===== config.mk =====
export PLATFORM = sky130hd
export DESIGN_NAME = timer_compare_pulse_pwm
export DESIGN_NICKNAME = d
export VERILOG_FILES = /design/src/inc/tcp_pkg.sv /design/src/rtl/timer_compare_pulse_pwm.sv
export SDC_FILE = /design/constraint.sdc
export NUM_CORES = 1
export LEC_CHECK = 0
export BUFFER_PORTS_ARGS = -buffer_cell sky130_fd_sc_hd__buf_2
export CAP_MARGIN = 5
export CORE_MARGIN = 3
export CORE_UTILIZATION = 58
export DETAILED_ROUTE_END_ITERATION = 12
export GPL_TIMING_DRIVEN = 0
export HOLD_SLACK_MARGIN = 0.15
export PLACE_DENSITY = 0.81
export SETUP_SLACK_MARGIN = 0.05
export SYNTH_ARGS = -nofsm -noshare
export SYNTH_HDL_FRONTEND = slang
export SYNTH_SLANG_ARGS = --single-unit

===== constraint.sdc =====
create_clock -name clk_i -period 3.9 [get_ports clk_i]
set_input_delay 0.585 -clock clk_i [delete_from_list [all_inputs] [get_ports clk_i]]
set_output_delay 0.585 -clock clk_i [all_outputs]
set_load 0.05 [all_outputs]

===== src/inc/tcp_pkg.sv =====
// Function
// - each of two 16-bit compare values is checked against the counter per timer tick
// - compare values are software read/write, untouched by hardware, reset to 8000h
// - a match sets compare flag i and drives pin i to level i if enabled
// - compare pin latches are held low during reset
// - compare interrupt only with compare irq enable set and cpu mask clear
// - output enable clear leaves pin as plain I/O; match may still interrupt
// - flag clears after status read while set, then low byte access
// - high byte write inhibits compare until low byte is written
// - divide-by-2 matches at equal count, other rates at count plus one
// - force bit with output enable copies level to pin, no flag, no irq
// - force bits are ignored in one-pulse and pwm modes
// - one-pulse capture edge: capture, reload FFFCh, level 2 on pin 1, flag
// - one-pulse: match on compare 1 drives level 1 on pin 1
// - one-pulse: compare flag 1 never set, compare flag 2 still works
// - pwm and one-pulse both selected means pwm only
// - one-pulse: capture pin 1 not captured for software, capture 2 still works
// - one-pulse: channel 2 flags time only, no waveform on pin 2
// - equal levels give a constant level on pin 1
// - pwm: compare 2 is period, compare 1 pulse, shadows load at period end
// - pwm: high byte write blocks shadow transfer until low byte written
// - pwm: compare always enabled regardless of inhibit
// - pwm: match on compare 2 reloads counter to FFFCh
// - pwm: no compare flags; capture flag 1 set at period end
// - pwm: high pulse length equals compare 2 minus compare 1
package tcp_pkg;

  // ==========================================================================
  // register map (byte addresses, one byte per word)
  localparam logic [7:0] ADDR_CTRL_A  = 8'h00;
  localparam logic [7:0] ADDR_CTRL_B  = 8'h04;
  localparam logic [7:0] ADDR_STATUS  = 8'h08;
  localparam logic [7:0] ADDR_CMP1_HI = 8'h0C;
  localparam logic [7:0] ADDR_CMP1_LO = 8'h10;
  localparam logic [7:0] ADDR_CMP2_HI = 8'h14;
  localparam logic [7:0] ADDR_CMP2_LO = 8'h18;

  // ==========================================================================
  // timer_control_a fields
  localparam int CA_CAP_IE    = 7;
  localparam int CA_CMP_IE    = 6;
  localparam int CA_OVF_IE    = 5;
  localparam int CA_FORCE_2   = 4;
  localparam int CA_FORCE_1   = 3;
  localparam int CA_LEVEL_2   = 2;
  localparam int CA_CAP_EDGE1 = 1;
  localparam int CA_LEVEL_1   = 0;

  // timer_control_b fields
  localparam int CB_OE_1      = 7;
  localparam int CB_OE_2      = 6;
  localparam int CB_ONE_PULSE = 5;
  localparam int CB_PWM       = 4;
  localparam int CB_PRESC_HI  = 3;
  localparam int CB_PRESC_LO  = 2;

  // timer_status_reg fields
  localparam int ST_CAP_F1 = 7;
  localparam int ST_CMP_F1 = 6;
  localparam int ST_OVF    = 5;
  localparam int ST_CAP_F2 = 4;
  localparam int ST_CMP_F2 = 3;

  // ==========================================================================
  // reset values and encodings
  localparam logic [7:0]  CTRL_RST    = 8'h00;
  localparam logic [15:0] CMP_RST     = 16'h8000;
  localparam logic [1:0]  PRESC_DIV2  = 2'h1;
  localparam logic [1:0]  HTRANS_NSEQ = 2'h2;
  localparam logic        HRESP_OKAY  = 1'b0;

  // ==========================================================================
  typedef struct packed {
    logic        hsel;
    logic [1:0]  htrans;
    logic [7:0]  haddr;
    logic        hwrite;
    logic [2:0]  hsize;
    logic        hready;
    logic [31:0] hwdata;
  } ahb_req_t;

  typedef struct packed {
    logic [31:0] hrdata;
    logic        hreadyout;
    logic        hresp;
  } ahb_rsp_t;

  typedef struct packed {
    logic [15:0] counter;
    logic        tick;
    logic        cap_flag_1;
    logic        cap_flag_2;
    logic        ovf_flag;
    logic        cpu_irq_mask;
  } timer_in_t;

  typedef struct packed {
    logic counter_reload;
    logic capture_1_load;
    logic capture_1_set;
  } timer_out_t;

endpackage


===== src/rtl/timer_compare_pulse_pwm.sv =====
`timescale 1ns/1ps
module timer_compare_pulse_pwm
  import tcp_pkg::*;
(
  input  wire logic       clk_i,
  input  wire logic       arst_n_i,
  input  wire ahb_req_t   ahb_i,
  output ahb_rsp_t        ahb_o,
  input  wire timer_in_t  tmr_i,
  output timer_out_t      tmr_o,
  input  wire logic       capture_pin_1_i,
  output logic [1:0]      compare_out_pin_o,
  output logic [1:0]      compare_out_oe_o,
  output logic            irq_o
);

  // ==========================================================================
  // state
  typedef struct packed {
    logic [7:0]       ctrl_a;
    logic [7:0]       ctrl_b;
    logic [1:0][15:0] cmp;
    logic [1:0][15:0] shadow;
    logic [1:0]       inhibit;
    logic [1:0]       cflag;
    logic [1:0]       arm;
    logic [1:0]       pin;
    logic [1:0]       oe;
    logic             cap1_prev;
    logic             tick_q;
    logic             irq;
    timer_out_t       tout;
    logic             wr_pend;
    logic             rd_pend;
    logic [7:0]       addr;
    logic             hready;
    logic [31:0]      hrdata;
  } st_t;

  localparam st_t ST_RST = '{
    ctrl_a:    CTRL_RST,
    ctrl_b:    CTRL_RST,
    cmp:       {CMP_RST, CMP_RST},
    shadow:    {CMP_RST, CMP_RST},
    inhibit:   2'h0,
    cflag:     2'h0,
    arm:       2'h0,
    pin:       2'h0,
    oe:        2'h0,
    cap1_prev: 1'b0,
    tick_q:    1'b0,
    irq:       1'b0,
    tout:      '0,
    wr_pend:   1'b0,
    rd_pend:   1'b0,
    addr:      8'h00,
    hready:    1'b1,
    hrdata:    32'h0000_0000
  };

  st_t q;
  st_t d;

  logic        pwm_mode;
  logic        opm_mode;
  logic        div2;
  logic [1:0]  hit;
  logic [1:0]  cflag_set;
  logic [1:0]  lo_access;
  logic        cap1_edge;
  logic        accept;
  logic [7:0]  wbyte;
  logic [7:0]  rbyte;
  logic [15:0] ref_v;

  // ==========================================================================
  // combinational next state
  always_comb begin
    d         = q;
    cflag_set = 2'h0;
    lo_access = 2'h0;
    hit       = 2'h0;
    ref_v     = 16'h0000;
    rbyte     = 8'h00;
    wbyte     = ahb_i.hwdata[7:0];

    pwm_mode = q.ctrl_b[CB_PWM];
    opm_mode = q.ctrl_b[CB_ONE_PULSE] & ~q.ctrl_b[CB_PWM];
    div2     = q.ctrl_b[CB_PRESC_HI:CB_PRESC_LO] == PRESC_DIV2;

    d.tick_q = tmr_i.tick;
    d.tout   = '0;

    // counter has just advanced when tick_q is high
    for (int i = 0; i < 2; i++) begin
      ref_v = pwm_mode ? q.shadow[i] : q.cmp[i];
      if (q.tick_q) begin
        if (div2) begin
          hit[i] = tmr_i.counter == ref_v;
        end else begin
          hit[i] = tmr_i.counter == 16'(ref_v + 16'h0001);
        end
      end
      // compare inhibited after a high byte write outside pwm
      if (!pwm_mode && q.inhibit[i]) begin
        hit[i] = 1'b0;
      end
    end

    // ------------------------------------------------------------------------
    // capture pin 1 edge, only used in one-pulse mode
    d.cap1_prev = capture_pin_1_i;
    cap1_edge   = q.ctrl_a[CA_CAP_EDGE1] ?
                  (capture_pin_1_i & ~q.cap1_prev) :
                  (~capture_pin_1_i & q.cap1_prev);

    // ------------------------------------------------------------------------
    // waveform and flags per mode
    if (pwm_mode) begin
      if (hit[0] && q.oe[0]) begin
        d.pin[0] = q.ctrl_a[CA_LEVEL_1];
      end
      if (hit[1]) begin
        if (q.oe[0]) begin
          d.pin[0] = q.ctrl_a[CA_LEVEL_2];
        end
        d.tout.counter_reload = 1'b1;
        d.tout.capture_1_set  = 1'b1;
        for (int i = 0; i < 2; i++) begin
          if (!q.inhibit[i]) begin
            d.shadow[i] = q.cmp[i];
          end
        end
      end
    end else if (opm_mode) begin
      if (cap1_edge) begin
        d.tout.capture_1_load = 1'b1;
        d.tout.capture_1_set  = 1'b1;
        d.tout.counter_reload = 1'b1;
        if (q.oe[0]) begin
          d.pin[0] = q.ctrl_a[CA_LEVEL_2];
        end
      end else if (hit[0] && q.oe[0]) begin
        d.pin[0] = q.ctrl_a[CA_LEVEL_1];
      end
      cflag_set[1] = hit[1];
    end else begin
      for (int i = 0; i < 2; i++) begin
        if (hit[i]) begin
          cflag_set[i] = 1'b1;
          if (q.oe[i]) begin
            d.pin[i] = i == 0 ? q.ctrl_a[CA_LEVEL_1] :
                                q.ctrl_a[CA_LEVEL_2];
          end
        end
      end
      // forced level, no flag set
      if (q.ctrl_a[CA_FORCE_1] && q.oe[0]) begin
        d.pin[0] = q.ctrl_a[CA_LEVEL_1];
      end
      if (q.ctrl_a[CA_FORCE_2] && q.oe[1]) begin
        d.pin[1] = q.ctrl_a[CA_LEVEL_2];
      end
    end

    // shadows follow the compare values outside pwm
    if (!pwm_mode) begin
      d.shadow = q.cmp;
    end

    // ------------------------------------------------------------------------
    // bus write, data phase
    if (q.wr_pend) begin
      if (q.addr == ADDR_CTRL_A) begin
        d.ctrl_a = wbyte;
      end else if (q.addr == ADDR_CTRL_B) begin
        d.ctrl_b = wbyte;
      end else if (q.addr == ADDR_CMP1_HI) begin
        d.cmp[0][15:8] = wbyte;
        d.inhibit[0]   = 1'b1;
      end else if (q.addr == ADDR_CMP1_LO) begin
        d.cmp[0][7:0]  = wbyte;
        d.inhibit[0]   = 1'b0;
        lo_access[0]   = 1'b1;
      end else if (q.addr == ADDR_CMP2_HI) begin
        d.cmp[1][15:8] = wbyte;
        d.inhibit[1]   = 1'b1;
      end else if (q.addr == ADDR_CMP2_LO) begin
        d.cmp[1][7:0]  = wbyte;
        d.inhibit[1]   = 1'b0;
        lo_access[1]   = 1'b1;
      end
    end

    // ------------------------------------------------------------------------
    // bus read, wait cycle after the address phase
    if (q.rd_pend) begin
      if (q.addr == ADDR_CTRL_A) begin
        rbyte = q.ctrl_a;
      end else if (q.addr == ADDR_CTRL_B) begin
        rbyte = q.ctrl_b;
      end else if (q.addr == ADDR_STATUS) begin
        rbyte[ST_CAP_F1] = tmr_i.cap_flag_1;
        rbyte[ST_CMP_F1] = q.cflag[0];
        rbyte[ST_OVF]    = tmr_i.ovf_flag;
        rbyte[ST_CAP_F2] = tmr_i.cap_flag_2;
        rbyte[ST_CMP_F2] = q.cflag[1];
        d.arm            = q.arm | q.cflag;
      end else if (q.addr == ADDR_CMP1_HI) begin
        rbyte = q.cmp[0][15:8];
      end else if (q.addr == ADDR_CMP1_LO) begin
        rbyte        = q.cmp[0][7:0];
        lo_access[0] = 1'b1;
      end else if (q.addr == ADDR_CMP2_HI) begin
        rbyte = q.cmp[1][15:8];
      end else if (q.addr == ADDR_CMP2_LO) begin
        rbyte        = q.cmp[1][7:0];
        lo_access[1] = 1'b1;
      end
      d.hrdata  = {24'h000000, rbyte};
      d.rd_pend = 1'b0;
      d.hready  = 1'b1;
    end

    // ------------------------------------------------------------------------
    // flag clear by armed low byte access, set wins
    for (int i = 0; i < 2; i++) begin
      if (lo_access[i] && q.arm[i]) begin
        d.cflag[i] = 1'b0;
        d.arm[i]   = 1'b0;
      end
      if (cflag_set[i]) begin
        d.cflag[i] = 1'b1;
      end
    end

    // ------------------------------------------------------------------------
    // address phase
    accept    = ahb_i.hsel && ahb_i.hready && ahb_i.htrans == HTRANS_NSEQ;
    d.wr_pend = 1'b0;
    if (accept) begin
      d.addr = ahb_i.haddr;
      if (ahb_i.hwrite) begin
        d.wr_pend = 1'b1;
      end else begin
        d.rd_pend = 1'b1;
        d.hready  = 1'b0;
      end
    end

    d.oe  = {q.ctrl_b[CB_OE_2], q.ctrl_b[CB_OE_1]};
    d.irq = q.ctrl_a[CA_CMP_IE] && !tmr_i.cpu_irq_mask &&
            (d.cflag != 2'h0);
  end

  // ==========================================================================
  // registers
  always_ff @(posedge clk_i or negedge arst_n_i) begin
    if (!arst_n_i) begin
      q <= ST_RST;
    end else begin
      q <= d;
    end
  end

  // ==========================================================================
  // outputs
  assign ahb_o.hrdata      = q.hrdata;
  assign ahb_o.hreadyout   = q.hready;
  assign ahb_o.hresp       = HRESP_OKAY;
  assign tmr_o             = q.tout;
  assign compare_out_pin_o = q.pin;
  assign compare_out_oe_o  = q.oe;
  assign irq_o             = q.irq;

endmodule


==> summary.md, run 1 <==
| Metric | Value |
|---|---|
| Outcome | finished clean |
| Number of global-route vias before repair | 5,956 |
| Hold/Removal Path Class | in -> async |
| Initial antenna violation count | 0 |
| Full die area | 0.0137 mm^2 |
| Ant. Diodes | 0 |
| Die width | 117 um |
| Synthesis Warnings | 0 |
| Post-synthesis compound-gate area fraction | 11.9% |
| Initial Util | 61.0% |
| Clock latency on the worst-skew pair | 0.42 ns |
| Synth cell types | 69 |
| Xor/xnor share of the synthesized area | 5.74% |
| DP Worst Slack | -0.327 ns |
| Final min period | 3.74 ns |
| Nets | 866 |
| Slew Viols, Final | 0 |
| H-tree levels | 4 |
| Max Cap Violations | 0 |
| Placed cell area | 0.00781 mm^2 |
| Synth Register Bits | 114 |
| Cell Pwr Density | 525 mW/mm^2 |
| Rows | 39 |
| Final instance area | 0.00865 mm^2 |
| Port Buffers | 61 |
| Critical path class | reg -> reg |
| Footprint of the multi-input gates | 0.00395 mm^2 |
| Syn Inst Count | 676 |
| Post-route setup slack | 0.164 ns |
| Worst EP required | 4.20 ns |
| Clk slew on worst S/H paths | 0.05 ns |
| RSZ-0062 raised after global routing | false |
| Critical path arrival | 4.04 ns |
| CP Launch Type | flip-flop |
| Layout cell share with drive strength beyond 1 | 33.4% |
| Asr flop ratio synth | 100% |
| Global-route usage over all layers | 30.9% |
| Clk_skew | 0.00580 ns |
| Die Ht | 117 um |
| Dpl hpwl | 15,000 um |
| Final hold violations | 0 |
| TNS Setup | 0 ns |
| Core box area | 0.0118 mm^2 |
| Slew @ Worst Pin | 0.907 ns |
| DR vias | 5,953 |
| Most frequent cells in the layout | dfrtp_1 (109), mux2_2 (70), buf_2 (65) |
| Number of synthesized flops with an enable pin | 0 |
| Crit path max fanout | 10 |
| Initial drt markers | 470 |
| Root Driver | clkbuf_16 |
| Most common cell after layout, fill and taps aside | dfrtp_1 |
| Via/cell ratio | 6.14 |
| Largest family of logic cells by synthesized area | multiplexers |
| Syn Std Cell Area | 0.00718 mm^2 |
| Routed WL | 20,200 um |
| Total gr overflow | 0 |
| Largest net degree at the start of global routing | 76 |
| Iteration count of the initial detailed-routing pass | 5 |
| Post-Synth Simple-Gate Area | 13.1% |
| DRC viols | 0 |
| Final setup viols | 0 |
| Inserted Clock Buffers | 17 |
| DR WL/cell | 20.9 um |
| Fill cells | 819 |
| Sequential cell area | 0.00286 mm^2 |
| Synth-to-Final Area Change | 20.6% |
| Worst vdd ir | 0.382 mV |
| Core Util, Final | 73.6% |
| Post-Synth Adder-Cell Area | 0.349% |
| Final period utilization | 95.8% |
| Total clock sinks | 114 |
| Seq/Total Area, Yosys | 39.8% |
| Remaining antenna violation count after routing | 0 |
| First-pass GRT wire length | 31,900 um |
| CP Capture Type | flip-flop |
| Worst relative slew slack | 39.1% |
| Post-synthesis average cell area | 10.6 um^2 |
| Ys flop type | dfrtp_1 |
| Clock Path Buffers | 2 |
| Static Leakage | 4.04 nW |
| I/O pins | 114 |
| Mux contribution to synthesized area | 22.0% |
| Fmax | 0.268 GHz |
| CTS tree | built |
| GPL Wtd Cong | 0.925 |
-- final cells by class --
class	count	area share, %
Sequential cell	114	33.0
Buffer	65	5.44
Clock buffer	19	5.23
Multi-Input combinational cell	509	45.6
Tap cell	164	2.37
Clock inverter	13	2.40
Timing Repair Buffer	73	5.32
Inverter	12	0.549
-- metrics by stage --
stage / total power, mW / std cells / hold slack, ns
6_report: 4.54 / 969 / 0.158
5_1_grt: 4.75 / 969 / 0.189
4_1_cts: 4.52 / 964 / 0.177
3_5_place_dp: 2.76 / 927 / 0.395
3_3_place_gp: 2.72 / 925 / 0.392
2_1_floorplan: 2.46 / 700 / 0.289
-- Yosys cell counts (all sizes together) (5+ instances only) --
library cell	count	share of area, %
nand4b	6	0.94
nand3b	7	0.73
inv	12	0.63
xnor2	29	3.5
nor2b	6	0.52
nor2	37	1.9
o211ai	6	0.63
nand2	40	2.1
and2	5	0.44
dfrtp	109	38
nand3	21	1.5
nand4	13	1.1
o22ai	9	0.78
xor2	18	2.2
nor3	11	0.77
a21oi	25	1.7
dfstp	5	1.8
clkbuf	12	0.63
buf	53	5.8
mux2	90	15
o21ai	27	2.2
a211oi	6	0.70
nand2b	6	0.52
and3	7	0.61
nor4	7	0.61
mux2i	49	6.8
-- state kept, by name (all words and copies together), names as in the netlist --
name / count
q: 95
ahb_o: 9
compare_out_oe_o: 2
compare_out_pin_o: 2
d: 2
tmr_o: 2
irq_o: 1
pwm_mode: 1
-- repair_timing --
action | 4_1_cts | 5_1_grt
pin swaps | 4 | 7
hold buffers | 0 | 0
setup buffers | 5 | 4
gates cloned | 0 | 1
gates resized for setup | 9 | 5
setup endpoints to repair | 32 | 28
-- worst max-delay path, cell delays in order (launching register included) --
cell and delay [ns]:
dfrtp_1 0.37, buf_6 0.14, buf_8 0.14, mux2_4 0.32, ha_4 0.17, inv_4 0.06, a2111oi_4 0.04, buf_4 0.17
buf_12 0.12, a311oi_2 0.29, nand3_1 0.11, a311o_1 0.28, or4_4 0.62, o21ai_4 0.18, buf_12 0.15, clkbuf_16 0.15
mux2_4 0.29
-- layer usage --
metal	vias to the layer above	global-route usage [%]	wire length (um)	part of all wire, %
li1	2668	-	-	-
met1	2911	39.3	8250	41
met2	307	50.3	9540	47
met3	67	6.32	1430	7.1
met4	0	15.1	981	4.9
met5	-	0	0	0
-- kinds of logic (layout without fill, tap and decap cells) --
logic type / count (synthesis) / in the layout
other: 1 / 25
buffers and inverters: 77 / 182
and+or+nand+nor: 177 / 177
adders and majority gates: 2 / 2
AOI/OAI and AO/OA: 119 / 119
xor gates and xnor gates: 47 / 47
DFF: 114 / 114
muxes: 139 / 139
-- report_power, final --
group / internal (mW) / total, mW / switching, mW
Clock: 1.17 / 1.73 / 0.562
Combinational: 0.567 / 1.31 / 0.748
Sequential: 1.35 / 1.50 / 0.155
-- path summary, 6_finish.rpt --
check	startpoint	endpoint	slack, ns	cells after the start
max	pwm_mode	q[68]	0.16	16
min	arst_n_i	tmr_o[0]	0.16	1
max reg2reg	pwm_mode	q[68]	0.16	16
min reg2reg	d[50]	compare_out_oe_o[1]	0.40	0
max in group asynchronous	arst_n_i	q[74]	2.96	2
min in group clk_i	tmr_i[4]	q[47]	0.28	1
Note: power is estimated with default switching activity, not from simulation.
==> inputs of run 2 (changes only) <==
- PLACE_DENSITY: 0.81 -> unset
- PLACE_DENSITY_LB_ADDON: unset -> 0.25
==> summary.md, run 2 (synthesized netlist as in run 1, its figures left out) <==
| Metric | Value |
|---|---|
| Outcome | finished clean (unchanged) |
| Remaining antenna violation count after routing | 0 (unchanged) |
| Initial Util | 61.0% (unchanged) |
| Core box area | 0.0118 mm^2 (unchanged) |
| Rows | 39 (unchanged) |
| Clock latency on the worst-skew pair | 0.42 ns (about the same) |
| Number of flip-flops in the largest register | 95 (unchanged) |
| Fill cells | 836 (was 819) |
| Critical path class | reg -> reg (unchanged) |
| Fmax | 0.264 GHz (was 0.268 GHz) |
| Total clock sinks | 114 (unchanged) |
| Hold/Removal Path Class | in -> async (unchanged) |
| Dpl hpwl | 15,300 um (was 15,000 um) |
| First-pass GRT wire length | 32,200 um (was 31,900 um) |
| Most common cell after layout, fill and taps aside | dfrtp_1 (unchanged) |
| Largest reg by FF count | q (unchanged) |
| CTS tree | built (unchanged) |
| Ordered cell list for the critical path | buf_6 -> buf_6 -> mux2_2 -> ha_4 -> xnor2_1 -> o211ai_1 -> o22ai_1 -> nand3_1 -> a311o_1 -> or4_4 -> o21ai_4 -> bufbuf_16 -> mux2_4 (was buf_6 -> buf_8 -> mux2_4 -> ha_4 -> inv_4 -> a2111oi_4 -> buf_4 -> buf_12 -> a311oi_2 -> nand3_1 -> a311o_1 -> or4_4 -> o21ai_4 -> buf_12 -> clkbuf_16 -> mux2_4) |
| Worst Path Buf+Inv | 3 (was 7) |
| Inserted Clock Buffers | 17 (unchanged) |
| Delay-heaviest family, CP | compound AO/OA/AOI/OAI gates (was buffers and inverters) |
| Final min period | 3.79 ns (was 3.74 ns) |
| Via/cell ratio | 6.07 (was 6.14) |
| Clock Path Buffers | 2 (unchanged) |
| Root Driver | clkbuf_16 (unchanged) |
| Worst EP required | 4.20 ns (about the same) |
| Slew @ Worst Pin | 1.28 ns (was 0.907 ns) |
| Port Buffers | 61 (unchanged) |
| H-tree levels | 4 (unchanged) |
| Reg-to-reg setup timing slack | 0.11 ns (was 0.16 ns) |
| Worst vdd ir | 0.442 mV (was 0.382 mV) |
| Clk_skew | 0.00745 ns (was 0.00580 ns) |
| Sequential cell area | 0.00286 mm^2 (unchanged) |
| Final hold violations | 0 (unchanged) |
| Slowest-stage cell, CP | or4_4 (unchanged) |
| Critical path startpoint | pwm_mode (unchanged) |
| GPL Wtd Cong | 0.997 (was 0.925) |
| I/O pins | 114 (unchanged) |
| Iteration count of the initial detailed-routing pass | 5 (unchanged) |
| Crit path max fanout | 10 (unchanged) |
| Cell Pwr Density | 514 mW/mm^2 (was 525 mW/mm^2) |
| Initial antenna violation count | 0 (unchanged) |
| Max Cap Violations | 0 (unchanged) |
| Nets | 865 (was 866) |
| Worst relative slew slack | 14.1% (was 39.1%) |
| Total gr overflow | 0 (unchanged) |
| DP Worst Slack | -0.225 ns (was -0.327 ns) |
| Static Leakage | 3.99 nW (was 4.04 nW) |
| Layout cell share with drive strength beyond 1 | 33.3% (was 33.4%) |
| Die Ht | 117 um (unchanged) |
| Ant. Diodes | 0 (unchanged) |
| Synth-to-Final Area Change | 19.9% (was 20.6%) |
| RSZ-0062 raised after global routing | true (was false) |
| Worst r2r src | pwm_mode (unchanged) |
| Final setup viols | 0 (unchanged) |
| Slew Viols, Final | 0 (unchanged) |
| Top cell by count, worst path | buf_6 |
| RR Endpoint | q[82] (was q[68]) |
| DR WL/cell | 21.4 um (was 20.9 um) |
| DRC viols | 0 (unchanged) |
| Placed cells | 926 (was 927) |
| Depth of the most critical reg-to-reg path | 13 (was 16) |
| Full die area | 0.0137 mm^2 (unchanged) |
| Worst setup path endpoint | q[82] (was q[68]) |
| Hold WS | 0.263 ns (was 0.158 ns) |
| Footprint of the multi-input gates | 0.00395 mm^2 (about the same) |
| Final period utilization | 97.2% (was 95.8%) |
| Largest net degree at the start of global routing | 63 (was 76) |
| WP depth | 13 (was 16) |
| Global-route usage over all layers | 31.8% (was 30.9%) |
| CP peak stage delay | 0.59 ns (was 0.62 ns) |
| Routed WL | 20,700 um (was 20,200 um) |
| DR vias | 5,879 (was 5,953) |
| Post-route setup slack | 0.109 ns (was 0.164 ns) |
| Clk slew on worst S/H paths | 0.06 ns (was 0.05 ns) |
| Number of global-route vias before repair | 5,825 (was 5,956) |
| Critical path arrival | 4.09 ns (was 4.04 ns) |
| Cell Count, Final, Fillers Out | 968 (was 969) |
| Die width | 117 um (unchanged) |
| Initial drt markers | 566 (was 470) |
| CP Capture Type | flip-flop (unchanged) |
| Most frequent cells in the layout | dfrtp_1 (109), mux2_2 (71), buf_2 (65) (was dfrtp_1 (109), mux2_2 (70), buf_2 (65)) |
| CP Launch Type | flip-flop (unchanged) |
-- run 2: cell count changes in the layout (fill, tap and decap cells not counted), moves of 2 or more --
cell | before | now
buf_4 | 51 | 49
bufinv_16 | 5 | 3
clkinvlp_4 | 1 | 5
clkinv_4 | 4 | 1
-- run 2: final cells by class --
cell class | count | share of cell area (%)
multi-input combinational | 509 | 45.9
sequential | 114 | 33.2
buffer | 65 | 5.42
timing repair buffer | 72 | 5.50
tap | 164 | 2.39
clock inverter | 13 | 1.86
inverter | 12 | 0.524
clock buffer | 19 | 5.15
-- run 2: where the power goes --
part | internal [mW] | switching, mW | total, mW
clock network | 1.02 | 0.561 | 1.58
logic | 0.568 | 0.769 | 1.34
registers | 1.35 | 0.162 | 1.51
-- run 2: how the worst min path moves through the flow --
stage / startpoint / endpoint / slack, ns / cells past startpoint
after floorplan: arst_n_i / ahb_o[2] / 0.29 / 0
after global placement: d[49] / compare_out_oe_o[0] / 0.39 / 0
after detailed placement: d[49] / compare_out_oe_o[0] / 0.39 / 0
after CTS: tmr_i[4] / q[47] / 0.26 / 1
after global routing: tmr_i[4] / q[47] / 0.27 / 1
final: arst_n_i / q[79] / 0.26 / 1
-- run 2: worst register-to-register path: stages (launching register included) --
cell and delay, ns:
dfrtp_1 0.34, buf_6 0.15, buf_6 0.16, mux2_2 0.40
ha_4 0.28, xnor2_1 0.11, o211ai_1 0.10, o22ai_1 0.29
nand3_1 0.11, a311o_1 0.33, or4_4 0.59, o21ai_4 0.22
bufbuf_16 0.29, mux2_4 0.30
-- run 2: metal layers --
metal	vias to the layer above	routed length, um	part of all wire (%)	GRT usage (%)
met1	2854	8490	41	40.9
li1	2666	-	-	-
met3	67	1320	6.3	5.14
met5	-	0	0	0
met2	292	10000	48	51.5
met4	0	927	4.5	16.7
-- run 2: timing repair --
| item | CTS | global route |
|---|---|---|
| pin swaps | 4 | 2 |
| gates resized for setup | 5 | 6 |
| buffers inserted | 9 | 0 |
| cloned | 1 | 0 |
| hold buffers | 0 | 0 |
| setup endpoints to repair | 30 | 33 |
-- run 2: stage by stage --
stage               area (um^2)  TNS (ns)  power, mW  utilization, %
floorplan                  7270         0       2.46               -
global placement           7780     -1.55       2.74            66.1
detailed placement         7810     -1.11       2.78            66.4
CTS                        8580         0       4.40            73.0
global route               8600         0       4.61            73.2
finish                     8600         0       4.42            73.2
